## src/inc/hdcfg_defines.vh

```
// Constants for the heater driver configuration register bank
`ifndef HDCFG_DEFINES_VH
`define HDCFG_DEFINES_VH

// ----------------------------------------------------------------
// Register addresses
// ----------------------------------------------------------------
`define HDCFG_ADDR_ID        8'h00
`define HDCFG_ADDR_CLS       8'h01
`define HDCFG_ADDR_FINE      8'h02
`define HDCFG_ADDR_GCC       8'h03
`define HDCFG_ADDR_AUX       8'h04
`define HDCFG_ADDR_SP1       8'h05
`define HDCFG_ADDR_SP2       8'h06
`define HDCFG_ADDR_ERR       8'h07
`define HDCFG_ADDR_CTRL      8'h08
`define HDCFG_NV_LAST        3'h7

// ----------------------------------------------------------------
// Reset and factory values
// ----------------------------------------------------------------
`define HDCFG_RST_CLS        8'h03
`define HDCFG_RST_FINE       8'h80
`define HDCFG_RST_GCC        8'h90
`define HDCFG_RST_AUX        8'h80
`define HDCFG_RST_SP         8'h00
`define HDCFG_RST_ZERO       8'h00

// ----------------------------------------------------------------
// Field positions and masks
// ----------------------------------------------------------------
`define HDCFG_CLS_MSB        7
`define HDCFG_CLS_LSB        3
`define HDCFG_GCC_EN_BIT     7
`define HDCFG_GCC_RANGE_BIT  6
`define HDCFG_GCC_GAIN_MSB   4
`define HDCFG_GCC_MASK       8'hDF
`define HDCFG_CTRL_SEL_BIT   7
`define HDCFG_CTRL_BUSY_BIT  0
`define HDCFG_ERR_SIGN_BIT   7
`define HDCFG_ERR_MAG_MSB    6

// ----------------------------------------------------------------
// Decode arithmetic
// ----------------------------------------------------------------
`define HDCFG_THR_BASE_MV    11'h0C8
`define HDCFG_THR_STEP_MV    11'h032
`define HDCFG_GAIN_STEP_CDB  11'h023
`define HDCFG_GAIN_LOW_CDB   11'h230
`define HDCFG_ERR_STEP_OHM   12'h00F

// ----------------------------------------------------------------
// Timing
// ----------------------------------------------------------------
`define HDCFG_NV_WRITE_MS    20
`define HDCFG_CLK_KHZ        25000

`endif

```

## src/rtl/hdcfg_nvmem.v

```verilog
// Non-volatile copy of registers 01h to 07h with registered read data
`timescale 1ns/100ps
`default_nettype none
`include "hdcfg_defines.vh"

module hdcfg_nvmem #(
  parameter [7:0] ERR_TRIM = 8'h00       // Factory resistor error value
) (
  input  wire       mclk,                 // Clock
  input  wire       resetn,               // Asynchronous reset, active low
  input  wire       ce,                   // Clock enable
  input  wire       wr_en,                // Write strobe
  input  wire [2:0] wr_addr,              // Write address
  input  wire [7:0] wr_data,              // Write data
  input  wire [2:0] rd_addr,              // Read address
  output reg  [7:0] rd_data               // Read data, registered
);

  reg [7:0] mem [0:7];
  integer   i;

  // Factory contents of each word
  function [7:0] nv_default;
    input [2:0] idx;
    begin
      case (idx)
        3'h1:    nv_default = `HDCFG_RST_CLS;
        3'h2:    nv_default = `HDCFG_RST_FINE;
        3'h3:    nv_default = `HDCFG_RST_GCC;
        3'h4:    nv_default = `HDCFG_RST_AUX;
        3'h5:    nv_default = `HDCFG_RST_SP;
        3'h6:    nv_default = `HDCFG_RST_SP;
        3'h7:    nv_default = ERR_TRIM;
        default: nv_default = `HDCFG_RST_ZERO;
      endcase
    end
  endfunction

  // Storage array and read register
  always @(posedge mclk or negedge resetn) begin
    if (!resetn) begin
      for (i = 0; i < 8; i = i + 1) begin
        mem[i] <= nv_default(i[2:0]);
      end
      rd_data <= `HDCFG_RST_ZERO;
    end else if (ce) begin
      if (wr_en) begin
        mem[wr_addr] <= wr_data;
      end
      rd_data <= mem[rd_addr];
    end
  end

endmodule
`default_nettype wire

```

## src/rtl/hdcfg_regs.v

```verilog
// Configuration and status register bank of the heater driver
`timescale 1ns/100ps
`default_nettype none
`include "hdcfg_defines.vh"

module hdcfg_regs #(
  parameter [7:0] DEVICE_ID       = 8'h5A,  // Arbitrary identity value
  parameter [7:0] ERR_TRIM        = 8'h00,  // Factory resistor error value
  parameter       NV_WRITE_CYCLES = `HDCFG_NV_WRITE_MS * `HDCFG_CLK_KHZ,
  parameter       CNT_W           = 20      // Width of the write cycle counter
) (
  input  wire              mclk,                 // Clock, 25 MHz
  input  wire              resetn,               // Asynchronous reset, active low
  input  wire              ce,                   // Clock enable, freezes state when low
  input  wire              req_valid,            // Register request strobe
  input  wire              req_write,            // 1 write, 0 read
  input  wire       [7:0]  req_addr,             // Register address
  input  wire       [7:0]  req_wdata,            // Write data
  output reg               rsp_valid,            // Answer strobe
  output reg               rsp_ack,              // 1 acknowledge, 0 not-acknowledge
  output reg        [7:0]  rsp_rdata,            // Read data
  input  wire       [10:0] sense_drop_mv,        // Sense resistor drop in mV
  output reg               heater_drive_output,  // Current limit drive
  output reg        [4:0]  current_limit_code,   // Current limit select
  output reg        [10:0] current_limit_mv,     // Selected drop threshold
  output reg        [7:0]  fine_setpoint_code,   // Fine setpoint trim
  output reg        [4:0]  loop_gain_code,       // Loop gain select
  output reg        [10:0] loop_gain_cdb,        // Gain in 0.01 dB, two's complement
  output reg               aux_converter_enable, // Converter on
  output reg               aux_converter_range,  // 0 gain one, 1 gain two
  output reg        [7:0]  aux_converter_code,   // Output code, zero when off
  output reg        [11:0] bridge_error_ohms,    // Resistor error, two's complement
  output reg               nv_busy,              // Non-volatile write or power-up load in progress
  output reg               load_done             // Power-up load finished
);

  // ----------------------------------------------------------------
  // States
  // ----------------------------------------------------------------
  localparam [1:0] ST_LOAD = 2'b00;
  localparam [1:0] ST_CAPT = 2'b01;
  localparam [1:0] ST_IDLE = 2'b10;
  localparam [1:0] ST_NVWR = 2'b11;
  localparam integer     CNT_LAST_I = NV_WRITE_CYCLES - 1;
  localparam [CNT_W-1:0] CNT_LAST   = CNT_LAST_I[CNT_W-1:0];
  localparam [CNT_W-1:0] CNT_ONE    = {{(CNT_W-1){1'b0}}, 1'b1};

  // ----------------------------------------------------------------
  // Decode functions
  // ----------------------------------------------------------------
  // Threshold drop in mV for a current limit code
  function [10:0] thr_mv;
    input [4:0] code;
    begin
      thr_mv = `HDCFG_THR_BASE_MV + {6'h00, code} * `HDCFG_THR_STEP_MV;
    end
  endfunction

  // Loop gain in hundredths of a dB
  function [10:0] gain_cdb;
    input [4:0] code;
    begin
      gain_cdb = {6'h00, code} * `HDCFG_GAIN_STEP_CDB - `HDCFG_GAIN_LOW_CDB;
    end
  endfunction

  // Sign and magnitude error to signed ohms
  function [11:0] err_ohms;
    input [7:0] val;
    reg   [11:0] mag;
    begin
      mag = {5'h00, val[`HDCFG_ERR_MAG_MSB:0]} * `HDCFG_ERR_STEP_OHM;
      if (val[`HDCFG_ERR_SIGN_BIT]) begin
        err_ohms = 12'h000 - mag;
      end else begin
        err_ohms = mag;
      end
    end
  endfunction

  // Address holds a register with a non-volatile copy that software writes
  function is_nv_rw;
    input [7:0] addr;
    begin
      is_nv_rw = (addr >= `HDCFG_ADDR_CLS) && (addr <= `HDCFG_ADDR_SP2);
    end
  endfunction

  // ----------------------------------------------------------------
  // State
  // ----------------------------------------------------------------
  reg [1:0]       state_reg;
  reg [2:0]       ld_idx_reg;
  reg [CNT_W-1:0] cnt_reg;
  reg [7:0]       cls_reg;
  reg [7:0]       gcc_reg;
  reg [7:0]       aux_reg;
  reg [7:0]       sp1_reg;
  reg [7:0]       sp2_reg;
  reg [7:0]       err_reg;
  reg             sel_reg;

  wire [7:0]      nv_rd_data;

  // Request decode
  reg             acc_wr;
  reg             acc_rd;
  reg             nack;
  reg             vol_we;
  reg  [7:0]      vol_addr;
  reg  [7:0]      vol_data;
  reg             nv_we;
  reg  [7:0]      rd_mux;

  // ----------------------------------------------------------------
  // Non-volatile copy
  // ----------------------------------------------------------------
  hdcfg_nvmem #(
    .ERR_TRIM (ERR_TRIM)
  ) u_nvmem (
    .mclk    (mclk),
    .resetn  (resetn),
    .ce      (ce),
    .wr_en   (nv_we),
    .wr_addr (req_addr[2:0]),
    .wr_data (req_wdata),
    .rd_addr (ld_idx_reg),
    .rd_data (nv_rd_data)
  );

  // ----------------------------------------------------------------
  // Read multiplexer
  // ----------------------------------------------------------------
  // Reads always come from the volatile side
  always @* begin
    rd_mux = `HDCFG_RST_ZERO;
    if (req_addr == `HDCFG_ADDR_ID) begin
      rd_mux = DEVICE_ID;
    end else if (req_addr == `HDCFG_ADDR_CLS) begin
      rd_mux = cls_reg;
    end else if (req_addr == `HDCFG_ADDR_FINE) begin
      rd_mux = fine_setpoint_code;
    end else if (req_addr == `HDCFG_ADDR_GCC) begin
      rd_mux = gcc_reg & `HDCFG_GCC_MASK;
    end else if (req_addr == `HDCFG_ADDR_AUX) begin
      rd_mux = aux_reg;
    end else if (req_addr == `HDCFG_ADDR_SP1) begin
      rd_mux = sp1_reg;
    end else if (req_addr == `HDCFG_ADDR_SP2) begin
      rd_mux = sp2_reg;
    end else if (req_addr == `HDCFG_ADDR_ERR) begin
      rd_mux = err_reg;
    end else if (req_addr == `HDCFG_ADDR_CTRL) begin
      rd_mux = {sel_reg, 6'h00, nv_busy};
    end
  end

  // ----------------------------------------------------------------
  // Access decision
  // ----------------------------------------------------------------
  // Decide acknowledge and the volatile and non-volatile write strobes
  always @* begin
    acc_wr   = 1'b0;
    acc_rd   = 1'b0;
    nack     = 1'b0;
    vol_we   = 1'b0;
    vol_addr = req_addr;
    vol_data = req_wdata;
    nv_we    = 1'b0;
    if (ce && (state_reg == ST_CAPT)) begin
      vol_we   = 1'b1;
      vol_addr = {5'h00, ld_idx_reg};
      vol_data = nv_rd_data;
      nack     = req_valid; // Requests during the load are still answered
    end else if (ce && req_valid) begin
      if ((state_reg == ST_LOAD) || (state_reg == ST_CAPT)) begin
        nack = 1'b1;
      end else if (req_write) begin
        if (state_reg == ST_NVWR) begin
          nack = 1'b1;
        end else if (req_addr > `HDCFG_ADDR_CTRL) begin
          nack = 1'b1;
        end else begin
          acc_wr = 1'b1;
          vol_we = is_nv_rw(req_addr);
          nv_we  = is_nv_rw(req_addr) && !sel_reg;
        end
      end else if (req_addr > `HDCFG_ADDR_CTRL) begin
        nack = 1'b1;
      end else begin
        acc_rd = 1'b1;
      end
    end
  end

  // ----------------------------------------------------------------
  // Control sequencer
  // ----------------------------------------------------------------
  // Power-up load, then idle and non-volatile write cycles
  always @(posedge mclk or negedge resetn) begin
    if (!resetn) begin
      state_reg  <= ST_LOAD;
      ld_idx_reg <= 3'h1;
      cnt_reg    <= {CNT_W{1'b0}};
      nv_busy    <= 1'b1;
      load_done  <= 1'b0;
    end else if (ce) begin
      case (state_reg)
        ST_LOAD: begin
          state_reg <= ST_CAPT;
        end
        ST_CAPT: begin
          if (ld_idx_reg == `HDCFG_NV_LAST) begin
            state_reg <= ST_IDLE;
            nv_busy   <= 1'b0;
            load_done <= 1'b1;
          end else begin
            ld_idx_reg <= ld_idx_reg + 3'h1;
            state_reg  <= ST_LOAD;
          end
        end
        ST_IDLE: begin
          if (nv_we) begin
            state_reg <= ST_NVWR;
            cnt_reg   <= {CNT_W{1'b0}};
            nv_busy   <= 1'b1;
          end
        end
        ST_NVWR: begin
          if (cnt_reg == CNT_LAST) begin
            state_reg <= ST_IDLE;
            nv_busy   <= 1'b0;
          end else begin
            cnt_reg <= cnt_reg + CNT_ONE;
          end
        end
        default: begin
          state_reg <= ST_IDLE;
        end
      endcase
    end
  end

  // ----------------------------------------------------------------
  // Volatile registers
  // ----------------------------------------------------------------
  // Volatile copies, written by power-up load or accepted writes
  always @(posedge mclk or negedge resetn) begin
    if (!resetn) begin
      cls_reg            <= `HDCFG_RST_CLS;
      fine_setpoint_code <= `HDCFG_RST_FINE;
      gcc_reg            <= `HDCFG_RST_GCC;
      aux_reg            <= `HDCFG_RST_AUX;
      sp1_reg            <= `HDCFG_RST_SP;
      sp2_reg            <= `HDCFG_RST_SP;
      err_reg            <= `HDCFG_RST_ZERO;
      sel_reg            <= 1'b0;
    end else if (ce) begin
      if (vol_we) begin
        if (vol_addr == `HDCFG_ADDR_CLS) begin
          cls_reg <= vol_data;
        end else if (vol_addr == `HDCFG_ADDR_FINE) begin
          fine_setpoint_code <= vol_data;
        end else if (vol_addr == `HDCFG_ADDR_GCC) begin
          gcc_reg <= vol_data & `HDCFG_GCC_MASK;
        end else if (vol_addr == `HDCFG_ADDR_AUX) begin
          aux_reg <= vol_data;
        end else if (vol_addr == `HDCFG_ADDR_SP1) begin
          sp1_reg <= vol_data;
        end else if (vol_addr == `HDCFG_ADDR_SP2) begin
          sp2_reg <= vol_data;
        end else if (vol_addr == `HDCFG_ADDR_ERR) begin
          err_reg <= vol_data;
        end
      end
      if (acc_wr && (req_addr == `HDCFG_ADDR_CTRL)) begin
        sel_reg <= req_wdata[`HDCFG_CTRL_SEL_BIT];
      end
    end
  end

  // ----------------------------------------------------------------
  // Answer port
  // ----------------------------------------------------------------
  // One answer a cycle after each request taken while ce is high
  always @(posedge mclk or negedge resetn) begin
    if (!resetn) begin
      rsp_valid <= 1'b0;
      rsp_ack   <= 1'b0;
      rsp_rdata <= `HDCFG_RST_ZERO;
    end else if (ce) begin
      rsp_valid <= acc_wr | acc_rd | nack;
      rsp_ack   <= acc_wr | acc_rd;
      if (acc_rd) begin
        rsp_rdata <= rd_mux;
      end else begin
        rsp_rdata <= `HDCFG_RST_ZERO;
      end
    end
  end

  // ----------------------------------------------------------------
  // Hardware controls
  // ----------------------------------------------------------------
  // Decoded settings and the current limit comparator
  always @(posedge mclk or negedge resetn) begin
    if (!resetn) begin
      heater_drive_output  <= 1'b0;
      current_limit_code   <= 5'h00;
      current_limit_mv     <= 11'h000;
      loop_gain_code       <= 5'h00;
      loop_gain_cdb        <= 11'h000;
      aux_converter_enable <= 1'b0;
      aux_converter_range  <= 1'b0;
      aux_converter_code   <= 8'h00;
      bridge_error_ohms    <= 12'h000;
    end else if (ce) begin
      current_limit_code <= cls_reg[`HDCFG_CLS_MSB:`HDCFG_CLS_LSB];
      current_limit_mv   <= thr_mv(cls_reg[`HDCFG_CLS_MSB:`HDCFG_CLS_LSB]);
      // Sense pin below threshold means the drop exceeds the selected value
      heater_drive_output <= (sense_drop_mv >
                              thr_mv(cls_reg[`HDCFG_CLS_MSB:`HDCFG_CLS_LSB]));
      loop_gain_code <= gcc_reg[`HDCFG_GCC_GAIN_MSB:0];
      loop_gain_cdb  <= gain_cdb(gcc_reg[`HDCFG_GCC_GAIN_MSB:0]);
      aux_converter_enable <= gcc_reg[`HDCFG_GCC_EN_BIT];
      // Range only matters while enabled
      aux_converter_range <= gcc_reg[`HDCFG_GCC_EN_BIT] &
                             gcc_reg[`HDCFG_GCC_RANGE_BIT];
      if (gcc_reg[`HDCFG_GCC_EN_BIT]) begin
        aux_converter_code <= aux_reg;
      end else begin
        aux_converter_code <= 8'h00;
      end
      bridge_error_ohms <= err_ohms(err_reg);
    end
  end

endmodule
`default_nettype wire

```

## config.mk

```make
export PLATFORM = sky130hd
export DESIGN_NAME = hdcfg_regs
export DESIGN_NICKNAME = d
export VERILOG_FILES = /design/src/rtl/hdcfg_nvmem.v /design/src/rtl/hdcfg_regs.v
export VERILOG_INCLUDE_DIRS = /design/src /design/src/inc
export SDC_FILE = /design/constraint.sdc
export NUM_CORES = 1
export LEC_CHECK = 0
export BUFFER_PORTS_ARGS = -buffer_cell sky130_fd_sc_hd__buf_4
export CAP_MARGIN = 30
export CORE_MARGIN = 10
export CORE_UTILIZATION = 54
export DETAILED_ROUTE_END_ITERATION = 8
export PLACE_DENSITY = 0.74
export SLEW_MARGIN = 10
export SYNTH_ARGS = -nofsm -noshare
export SYNTH_HDL_FRONTEND = slang
export SYNTH_SLANG_ARGS = --single-unit
```

## constraint.sdc

```tcl
create_clock -name mclk -period 4.5 [get_ports mclk]
set_input_delay 0.45 -clock mclk [delete_from_list [all_inputs] [get_ports mclk]]
set_output_delay 0.45 -clock mclk [all_outputs]
set_load 0.05 [all_outputs]
```

* Word-level counts from Yosys, hierarchy flattened
Cells that the tools add are included.
W data, S select, Z words.
** Storage, ports and cells
- Bits in registers :: 220
- Output and inout port bits :: 75
** Operators by class
- $add $sub $neg :: 5
- Multipliers :: 3
- Magnitude comparators :: 7
- Eq/ne operators :: 24
- Muxes and demuxes :: 59
- Bitwise gates (word level) :: 12
- Reductions and logical operators :: 26
** Operators by type and width (number)
- $mux W8 :: 16
- $bwmux W64 :: 1
- $eq A8 B3 Y1 const B :: 8
- $mux W20 :: 2
- $pmux W20 S2 :: 1
- $eq A8 B2 Y1 const B :: 4
- $mux W1 :: 31
- $bmux W8 S3 :: 1
- $demux W8 S3 :: 1
- $add A20 B1 Y20 const B :: 1
- $eq A20 B19 Y1 const B :: 1
- $eq A8 B1 Y1 const B :: 2
- $mux W12 :: 1
- $reduce_and A3 Y1 :: 4
- $sub A1 B11 Y12 const A :: 1
- $add A8 B11 Y11 const A :: 1
- $gt A11 B11 Y1 :: 1
- $mul A5 B6 Y11 const B :: 1
- $mul A7 B4 Y11 const B :: 1
- $sub A11 B10 Y11 const B :: 1
- $mul A5 B5 Y10 const B :: 1
- $reduce_and A5 Y1 :: 2
- $reduce_and A9 Y1 :: 1
- $eq A8 B4 Y1 const B :: 1
- other kinds (30) :: 51

* Logic depth before layout (Yosys ltp)
Gate-level depths: netlist (run 1).
- Depth after elaboration :: 11
- Depth in mapped cells :: 16
- Gate-level depth less buffers :: 16

* By module
A second synthesis (run 1) with hierarchy kept.
** Unflattened totals
- Cell total of the unflattened synthesis :: 1086
- Area, all modules :: 11750.0 µm²
** By module, submodules not included
- hdcfg_regs :: instances 1, cells each 850, area an instance 8368.0 µm², seq. area each 3613.5 µm²
- hdcfg_nvmem :: instances 1, cells each 236, area an instance 3382.0 µm², seq. area each 1809.2 µm²

* Worst setup path after synthesis (run 1)
No wires, ideal clock.
- Path kind :: reg2reg
- Start :: reg err_reg[4]
- End :: reg bridge_error_ohms[10]
- Data arrival time :: 3458 ps
- Required time :: 4418 ps
- Path slack :: 960 ps
- Stages on the path, launching flop included :: 12
- Path buffers :: 0
- Path through :: dfrtp_1 inv_1 fa_1 fa_1 inv_1 ha_1 o21ai_0 or4b_2 o311ai_1 nor3_1 a311o_1 a31oi_1
** Between the ends
- Cells in the longest elaborated chain, start to end :: 3
** RTL lines
- from (decl) :: line hdcfg_regs.v:100 : reg [7:0] err_reg;
- from (signal assigned) :: line hdcfg_regs.v:256 : err_reg <= `HDCFG_RST_ZERO;
- from (signal assigned) :: line hdcfg_regs.v:273 : err_reg <= vol_data;
- $mul A7 B4 Y11 (no line) *
- $sub A1 B11 Y12 :: line hdcfg_regs.v:74 : err_ohms = 12'h000 - mag;
- $mux W12 * :: line hdcfg_regs.v:73 : if (val[`HDCFG_ERR_SIGN_BIT]) begin
- to (signal assigned) :: line hdcfg_regs.v:334 : bridge_error_ohms <= err_ohms(err_reg);
- to (decl) :: line hdcfg_regs.v:32 : output reg [11:0] bridge_error_ohms,
Mark *: on every way between the ends. The rest lies on a longest branch, timed or not.
A chain may end at the register's enable or synchronous reset.

* Worst setup path in the final report (run 1)
- Start :: reg err_reg[1]
- End :: reg bridge_error_ohms[10]
Same word-level chain as after synthesis.

==> results.txt, run 1 <==
----------------------------------------------------
[Outcome]
  Outcome ... finished with violations
  Violations in the final reports ... hold timing

[Drt]
  WL/cell ... 19.6 um
  Count of TritonRoute iterations in the first routing pass ... 5
  Post-route antenna net violation count ... 0
  Number of remaining DRC errors ... 0
  DR iter-0 viols ... between 600 and 700
  Drt total wl ... 27.5 mm
  Via count normalized by instance count ... roughly 5.8
  Vias ... 8,180

[Clocking]
  CTS clk-pin slew, worst paths ... 0.06 ns
  CTS Hold Bufs ... 0
  Setup fix buffers added after clock tree synthesis ... 0
  Worst-skew pair later-pin latency ... about 0.52 ns
  Clock Sink Count ... roughly 220
  TritonCTS clock tree ... built
  Largest buffer count on any clock path ... 3
  Maximum level of the CTS H-tree ... 1
  Cts repair resizes ... 0
  Inserted Clock Buffers ... 24
  Cell at the root of the clock tree ... clkbuf_16

[Synth]
  Syn Std Cell Area ... 11,700 um^2
  Average cell area after synthesis ... 11.3 um^2
  Cell count after synthesis ... 1,039
  Cell variety after synth ... slightly above 70
  Cell accounting for the most synthesized area ... dfrtp_1
  Leading cell types by total area after synthesis ... dfrtp_1 43%, mux2_2 12%, ha_1 7.0%, mux4_2 4.0%, dfstp_2 3.1%
  Sequential share of the synthesized area ... 46.3%
  Number of synthesized flops with an enable pin ... 0
  Share of flip-flops with an asynchronous set or reset ... 100%
  Most instantiated library cell after synthesis ... dfrtp_1
  Fraction of post-synthesis cell area in the top cell type by area ... 43.2%
  Most frequent cells after synthesis ... 202 x dfrtp_1, 128 x mux2_2, 69 x nand2_1, 66 x ha_1, 65 x a21oi_1
  Yosys reg bits ... 216
  Number of synthesis warnings ... 0
  Dominant register cell in the synthesized netlist ... dfrtp_1
  Synthesized netlist net count ... 1,150

[Floorplanning]
  Core footprint ... 21,200 um^2
  Die extent in x ... 167 um
  Die height ... 167 um
  Boundary Pins ... between 100 and 150
  Die Outline Area ... 28,000 um^2
  Starting Density ... 55.4%
  Number of standard-cell rows in the floorplan ... 53

[Setup path]
  R2R Path End ... bridge_error_ohms[10]
  CP max stage cell ... fa_1
  WP data arrival ... ~4.3 ns
  Worst r2r path cells ... 11
  Crit Reg-Reg Startpoint ... err_reg[1]
  Highest fanout seen on the critical path ... 5
  Startpoint type of the worst setup path ... register
  Largest stage delay, worst path ... 0.51 ns
  Required time of the critical path ... 4.94 ns
  Critical path endpoint category ... register
  Classification of the worst setup path ... register to register
  Critical path, cell by cell ... inv_1 > fa_1 > fa_1 > inv_1 > ha_1 > a211oi_1 > nor2_1 > o221ai_1 > nor3_1 > a311o_1 > a31oi_1
  Register-to-Register Setup Slack ... 0.67 ns

[STA]
  Total negative slack for setup checks ... 0 ns
  Clock tree skew after final layout ... 0.0160 ns
  Portion of the clock cycle consumed by the worst path in the final layout ... 85.1%
  Final-layout worst hold slack ... -0.0323 ns
  Final hold vios ... 11
  Measured slew at the worst slew-check pin ... 0.920 ns
  RSZ-0062 raised after global routing ... no
  Worst Slack Setup Final ... 0.672 ns
  Worst relative slew slack ... 38.6%
  Final Setup Violations ... 0
  Clock period minus worst slack ... 3.83 ns
  Max Slew Vio Count ... 0
  Max Freq ... 261 MHz

[Place]
  Port bufs ... 105
  Placer congestion estimate ... 0.924
  Post-Place Setup Slack ... between 0.7 and 0.8 ns
  Placed wire-length estimate ... approximately 19 mm
  Placement-stage cell area ... 12,600 um^2

[Worst hold path]
  Hold WC Path Type ... input port to asynchronous set/reset pin

[Global routing]
  Antenna violations before repair ... 0
  Overall global routing resource usage ... 19.3%
  First-pass GRT wire length ... between 40 and 50 mm
  Vias in the first global route ... between 8,000 and 9,000
  Residual overflow from global routing ... 0
  Pin count of the biggest net entering global routing ... 120

[Job]
  Maxcap violations ... 0

[Final layout]
  Final cell area excluding filler cells ... 13,400 um^2
  Antenna diodes ... 0
  Fraction of final layout cells with drive strength greater than 1 ... between 20% and 30%
  Area overhead of the layout relative to synthesis ... 14.8%
  Flip-flop count of the largest register after layout ... 64
  Post-layout net count ... 1,222

[Power and ir drop]
  Max VDD drop ... roughly 0.00028 V
  Power density over the cells ... 322 nW/um^2
  Leakage dissipation ... 0.00651 uW

----------------------------------------------------
where the power goes:
part / internal, uW / switching [uW]
combinational: 100 / 207
clock: 1220 / 783
sequential: 1980 / 35.6
total: 3300 / 1030
cell type report:
class                           instances  area [um^2]
Tap cell                              275          344
Sequential cell                       216         5420
Inverter                               54          203
Multi-Input combinational cell        704         5810
Clock buffer                           35          682
Clock inverter                          7          124
Timing Repair Buffer                  111          861
Fill cell                            1644         7710
worst max-delay path: cells and delay by family (launching register included):
kind	cells	cell delay [ns]
flip-flops	1	0.45
AO/OA/AOI/OAI	4	1.46
buffers and inverters	2	0.16
adder cells (fa/ha/maj)	3	1.37
AND/OR/NAND/NOR	2	0.30
per-layer routing:
| layer | vias to the layer above | global-route usage (%) | share of wire, % |
|---|---|---|---|
| li1 | 3847 | - | - |
| met1 | 4109 | 26.4 | 45 |
| met2 | 197 | 31.9 | 48 |
| met3 | 27 | 3.53 | 5.4 |
| met4 | 0 | 3.18 | 1.1 |
| met5 | - | 0 | 0 |
per-stage QoR:
| stage | util [%] | cells | power [uW] |
|---|---|---|---|
| finish | 63.6 | 1402 | 4330 |
| floorplan | - | 1039 | 2230 |
| global route | 63.6 | 1402 | 4490 |
| CTS | 63.5 | 1401 | 4370 |
| global placement | 59.7 | 1359 | 2360 |
| detailed placement | 59.7 | 1359 | 2360 |
cells in the final DEF (no fill, tap or decap), types with 21 or more instances in the layout:
master,Yosys,final
a21oi_1,65,65
buf_4,4,108
clkbuf_16,0,24
dfrtp_1,202,202
ha_1,66,66
inv_1,53,53
mux2_2,128,128
mux4_2,21,21
nand2_1,69,69
nand3_1,26,26
nor2_1,52,52
o21ai_0,52,52
worst max-delay path by stage:
stage,cells past startpoint,start,end
after floorplan,11,err_reg[4],bridge_error_ohms[10]
final,11,err_reg[1],bridge_error_ohms[10]
after global routing,9,err_reg[0],bridge_error_ohms[10]
after CTS,14,cls_reg[3],heater_drive_output
after detailed placement,14,cls_reg[3],heater_drive_output
after global placement,11,err_reg[4],bridge_error_ohms[10]
logic make-up after synthesis:
logic type / count (synthesis) / synth area share (%)
AOI/OAI and AO/OA: 184 / 9.66
xor gates and xnor gates: 32 / 2.39
adders and majority gates: 79 / 9.27
buffers and inverters: 119 / 4.11
DFF: 216 / 46.3
muxes: 162 / 17.5
other: 1 / 0.0320
and+or+nand+nor: 246 / 10.8
Power figures use the tool's default switching activity.
==> inputs of run 2 (changes only) <==
--- a/config.mk
+++ b/config.mk
@@ -8,10 +8,12 @@
 export LEC_CHECK = 0
 export BUFFER_PORTS_ARGS = -buffer_cell sky130_fd_sc_hd__buf_4
 export CAP_MARGIN = 30
+export CELL_PAD_IN_SITES_DETAIL_PLACEMENT = 0
+export CELL_PAD_IN_SITES_GLOBAL_PLACEMENT = 2
 export CORE_MARGIN = 10
-export CORE_UTILIZATION = 54
+export CORE_UTILIZATION = 40
 export DETAILED_ROUTE_END_ITERATION = 8
-export PLACE_DENSITY = 0.74
+export PLACE_DENSITY_LB_ADDON = 0.1
 export SLEW_MARGIN = 10
 export SYNTH_ARGS = -nofsm -noshare
 export SYNTH_HDL_FRONTEND = slang
==> run 2 against run 1 <==
Net effect: the flow still finishes with violations (hold timing); clock skew is 0.010 ns higher; total power is 2.1% higher; core utilization shrank 16 points; sequential cell count unchanged; final cell count rose by 8.3%; design area is 1.5% higher; register-to-register slack worse by 0.06 ns; first-iteration DRC count decreased by 40%; critical path depth is the same; combinational power grew 2%; sequential share of layout area shrank 0.58 points.
==> results.txt, run 2 (synthesis gave the netlist of run 1 again) <==
----------------------------------------------------
[Clocking]
  CTS Hold Bufs ... 0
  Largest buffer count on any clock path ... 3
  Clock Sink Count ... approximately 220
  Setup fix buffers added after clock tree synthesis ... 0
  Cell at the root of the clock tree ... clkbuf_16
  Inserted Clock Buffers ... 26
  Cts repair resizes ... 0
  CTS clk-pin slew, worst paths ... 0.06 ns
  Worst-skew pair later-pin latency ... 0.54 ns
  TritonCTS clock tree ... built
  Maximum level of the CTS H-tree ... 1

[STA]
  Final-layout worst hold slack ... -0.0353 ns
  Max Slew Vio Count ... 0
  Measured slew at the worst slew-check pin ... ~1.0 ns
  Clock period minus worst slack ... 3.88 ns
  Portion of the clock cycle consumed by the worst path in the final layout ... 86.3%
  Total negative slack for setup checks ... 0 ns
  Worst relative slew slack ... 33.6%
  Clock tree skew after final layout ... 0.0261 ns
  Max Freq ... 257 MHz
  Final hold vios ... 5
  Final Setup Violations ... 0
  RSZ-0062 raised after global routing ... no

[Setup path]
  Classification of the worst setup path ... register to register
  Highest fanout seen on the critical path ... 5
  Required time of the critical path ... 4.94 ns
  Crit Reg-Reg Startpoint ... err_reg[3]
  R2R Path End ... bridge_error_ohms[10]
  Largest stage delay, worst path ... 0.67 ns
  Register-to-Register Setup Slack ... 0.62 ns
  Critical path, cell by cell ... inv_1 > fa_1 > fa_1 > inv_1 > ha_1 > a211oi_1 > nor2_1 > o311ai_1 > nor3_1 > a311o_1 > a31oi_1
  Startpoint type of the worst setup path ... register
  WP data arrival ... 4.32 ns
  Critical path endpoint category ... register
  CP max stage cell ... o311ai_1
  Worst r2r path cells ... 11

[Floorplanning]
  Starting Density ... 40.7%
  Boundary Pins ... 107
  Die height ... 191 um
  Number of standard-cell rows in the floorplan ... 62
  Core footprint ... 28,800 um^2
  Die Outline Area ... 36,500 um^2
  Die extent in x ... 191 um

[Outcome]
  Outcome ... finished with violations
  Violations in the final reports ... hold timing

[Final layout]
  Antenna diodes ... 0
  End-of-flow core utilization ... 47.4%
  Post-layout net count ... 1,226
  Leading cell type in the layout, fill and taps excluded ... dfrtp_1
  Flip-flop count of the largest register after layout ... 64
  Layout Cells excl Fill ... 1,518
  Top library cells by usage in the layout, fill and taps aside ... 202 x dfrtp_1, 128 x mux2_2, 111 x buf_4
  Fraction of final layout cells with drive strength greater than 1 ... 29.5%
  Area overhead of the layout relative to synthesis ... 16.5%

[Drt]
  Vias ... roughly 8,000
  Count of TritonRoute iterations in the first routing pass ... 4
  Post-route antenna net violation count ... 0
  DR iter-0 viols ... 382
  Number of remaining DRC errors ... 0
  Via count normalized by instance count ... 5.28
  WL/cell ... 19.6 um
  Drt total wl ... 29.8 mm

[Place]
  Port bufs ... between 100 and 150
  Placed wire-length estimate ... 20.6 mm
  Placed Cells ... 1,471
  Placer congestion estimate ... approximately 0.85

[Global routing]
  Vias in the first global route ... about 8,000
  Residual overflow from global routing ... 0
  Overall global routing resource usage ... 16.1%
  First-pass GRT wire length ... 47.0 mm
  Antenna violations before repair ... 0
  Pin count of the biggest net entering global routing ... between 100 and 150

[Worst hold path]
  Hold WC Path Type ... input port to asynchronous set/reset pin

[Job]
  Maxcap violations ... 0

[Power and ir drop]
  Max VDD drop ... 0.000278 V
  Leakage dissipation ... 0.00655 uW
  Power density over the cells ... 324 nW/um^2

----------------------------------------------------
run 2: power breakdown:
group,internal (uW),switching (uW)
Clock,1260,832
Sequential,1980,35.0
Combinational,102,211
run 2: metrics by stage:
step	power [uW]	setup slack, ns	instance area (um^2)
2_1_floorplan	2230	0.960	11700
6_report	4420	0.615	13600
3_3_place_gp	2370	0.697	12800
5_1_grt	4610	0.334	13600
4_1_cts	4500	0.623	13600
3_5_place_dp	2370	0.632	12800
run 2: worst max-delay path by stage:
stage                     startpoint  depth (start not counted)                     to  slack [ns]
after CTS                 err_reg[3]                         11  bridge_error_ohms[10]        0.62
after global routing      err_reg[3]                         11  bridge_error_ohms[10]        0.33
after global placement    err_reg[3]                         11  bridge_error_ohms[10]        0.70
after floorplan           err_reg[4]                         11  bridge_error_ohms[10]        0.96
final                     err_reg[3]                         11  bridge_error_ohms[10]        0.62
after detailed placement  err_reg[3]                         11  bridge_error_ohms[10]        0.63
run 2: worst max-delay path: cells and delay by family, from the launching register on:
kind	cells	cell delay, ns
AO/OA/AOI/OAI	4	1.60
adder cells (fa/ha/maj)	3	1.23
buffers and inverters	2	0.22
flip-flops	1	0.43
AND/OR/NAND/NOR	2	0.31
run 2: layout make-up:
type / count / area (um^2)
Tap cell: 384 / 480
Clock buffer: 36 / 738
Timing Repair Buffer: 113 / 868
Sequential cell: 216 / 5420
Fill cell: 2678 / 15100
Multi-Input combinational cell: 704 / 5810
Clock inverter: 11 / 121
Inverter: 54 / 203
run 2: layer usage:
layer | share of wire [%] | up-vias | track usage (%) | wire length, um
met3 | 4.8 | 22 | 2.66 | 1430
met5 | 0 | - | 0 | 0
met1 | 48 | 3974 | 23.2 | 14400
met4 | 0.98 | 0 | 2.64 | 292
met2 | 46 | 145 | 25.3 | 13600
li1 | - | 3867 | - | -
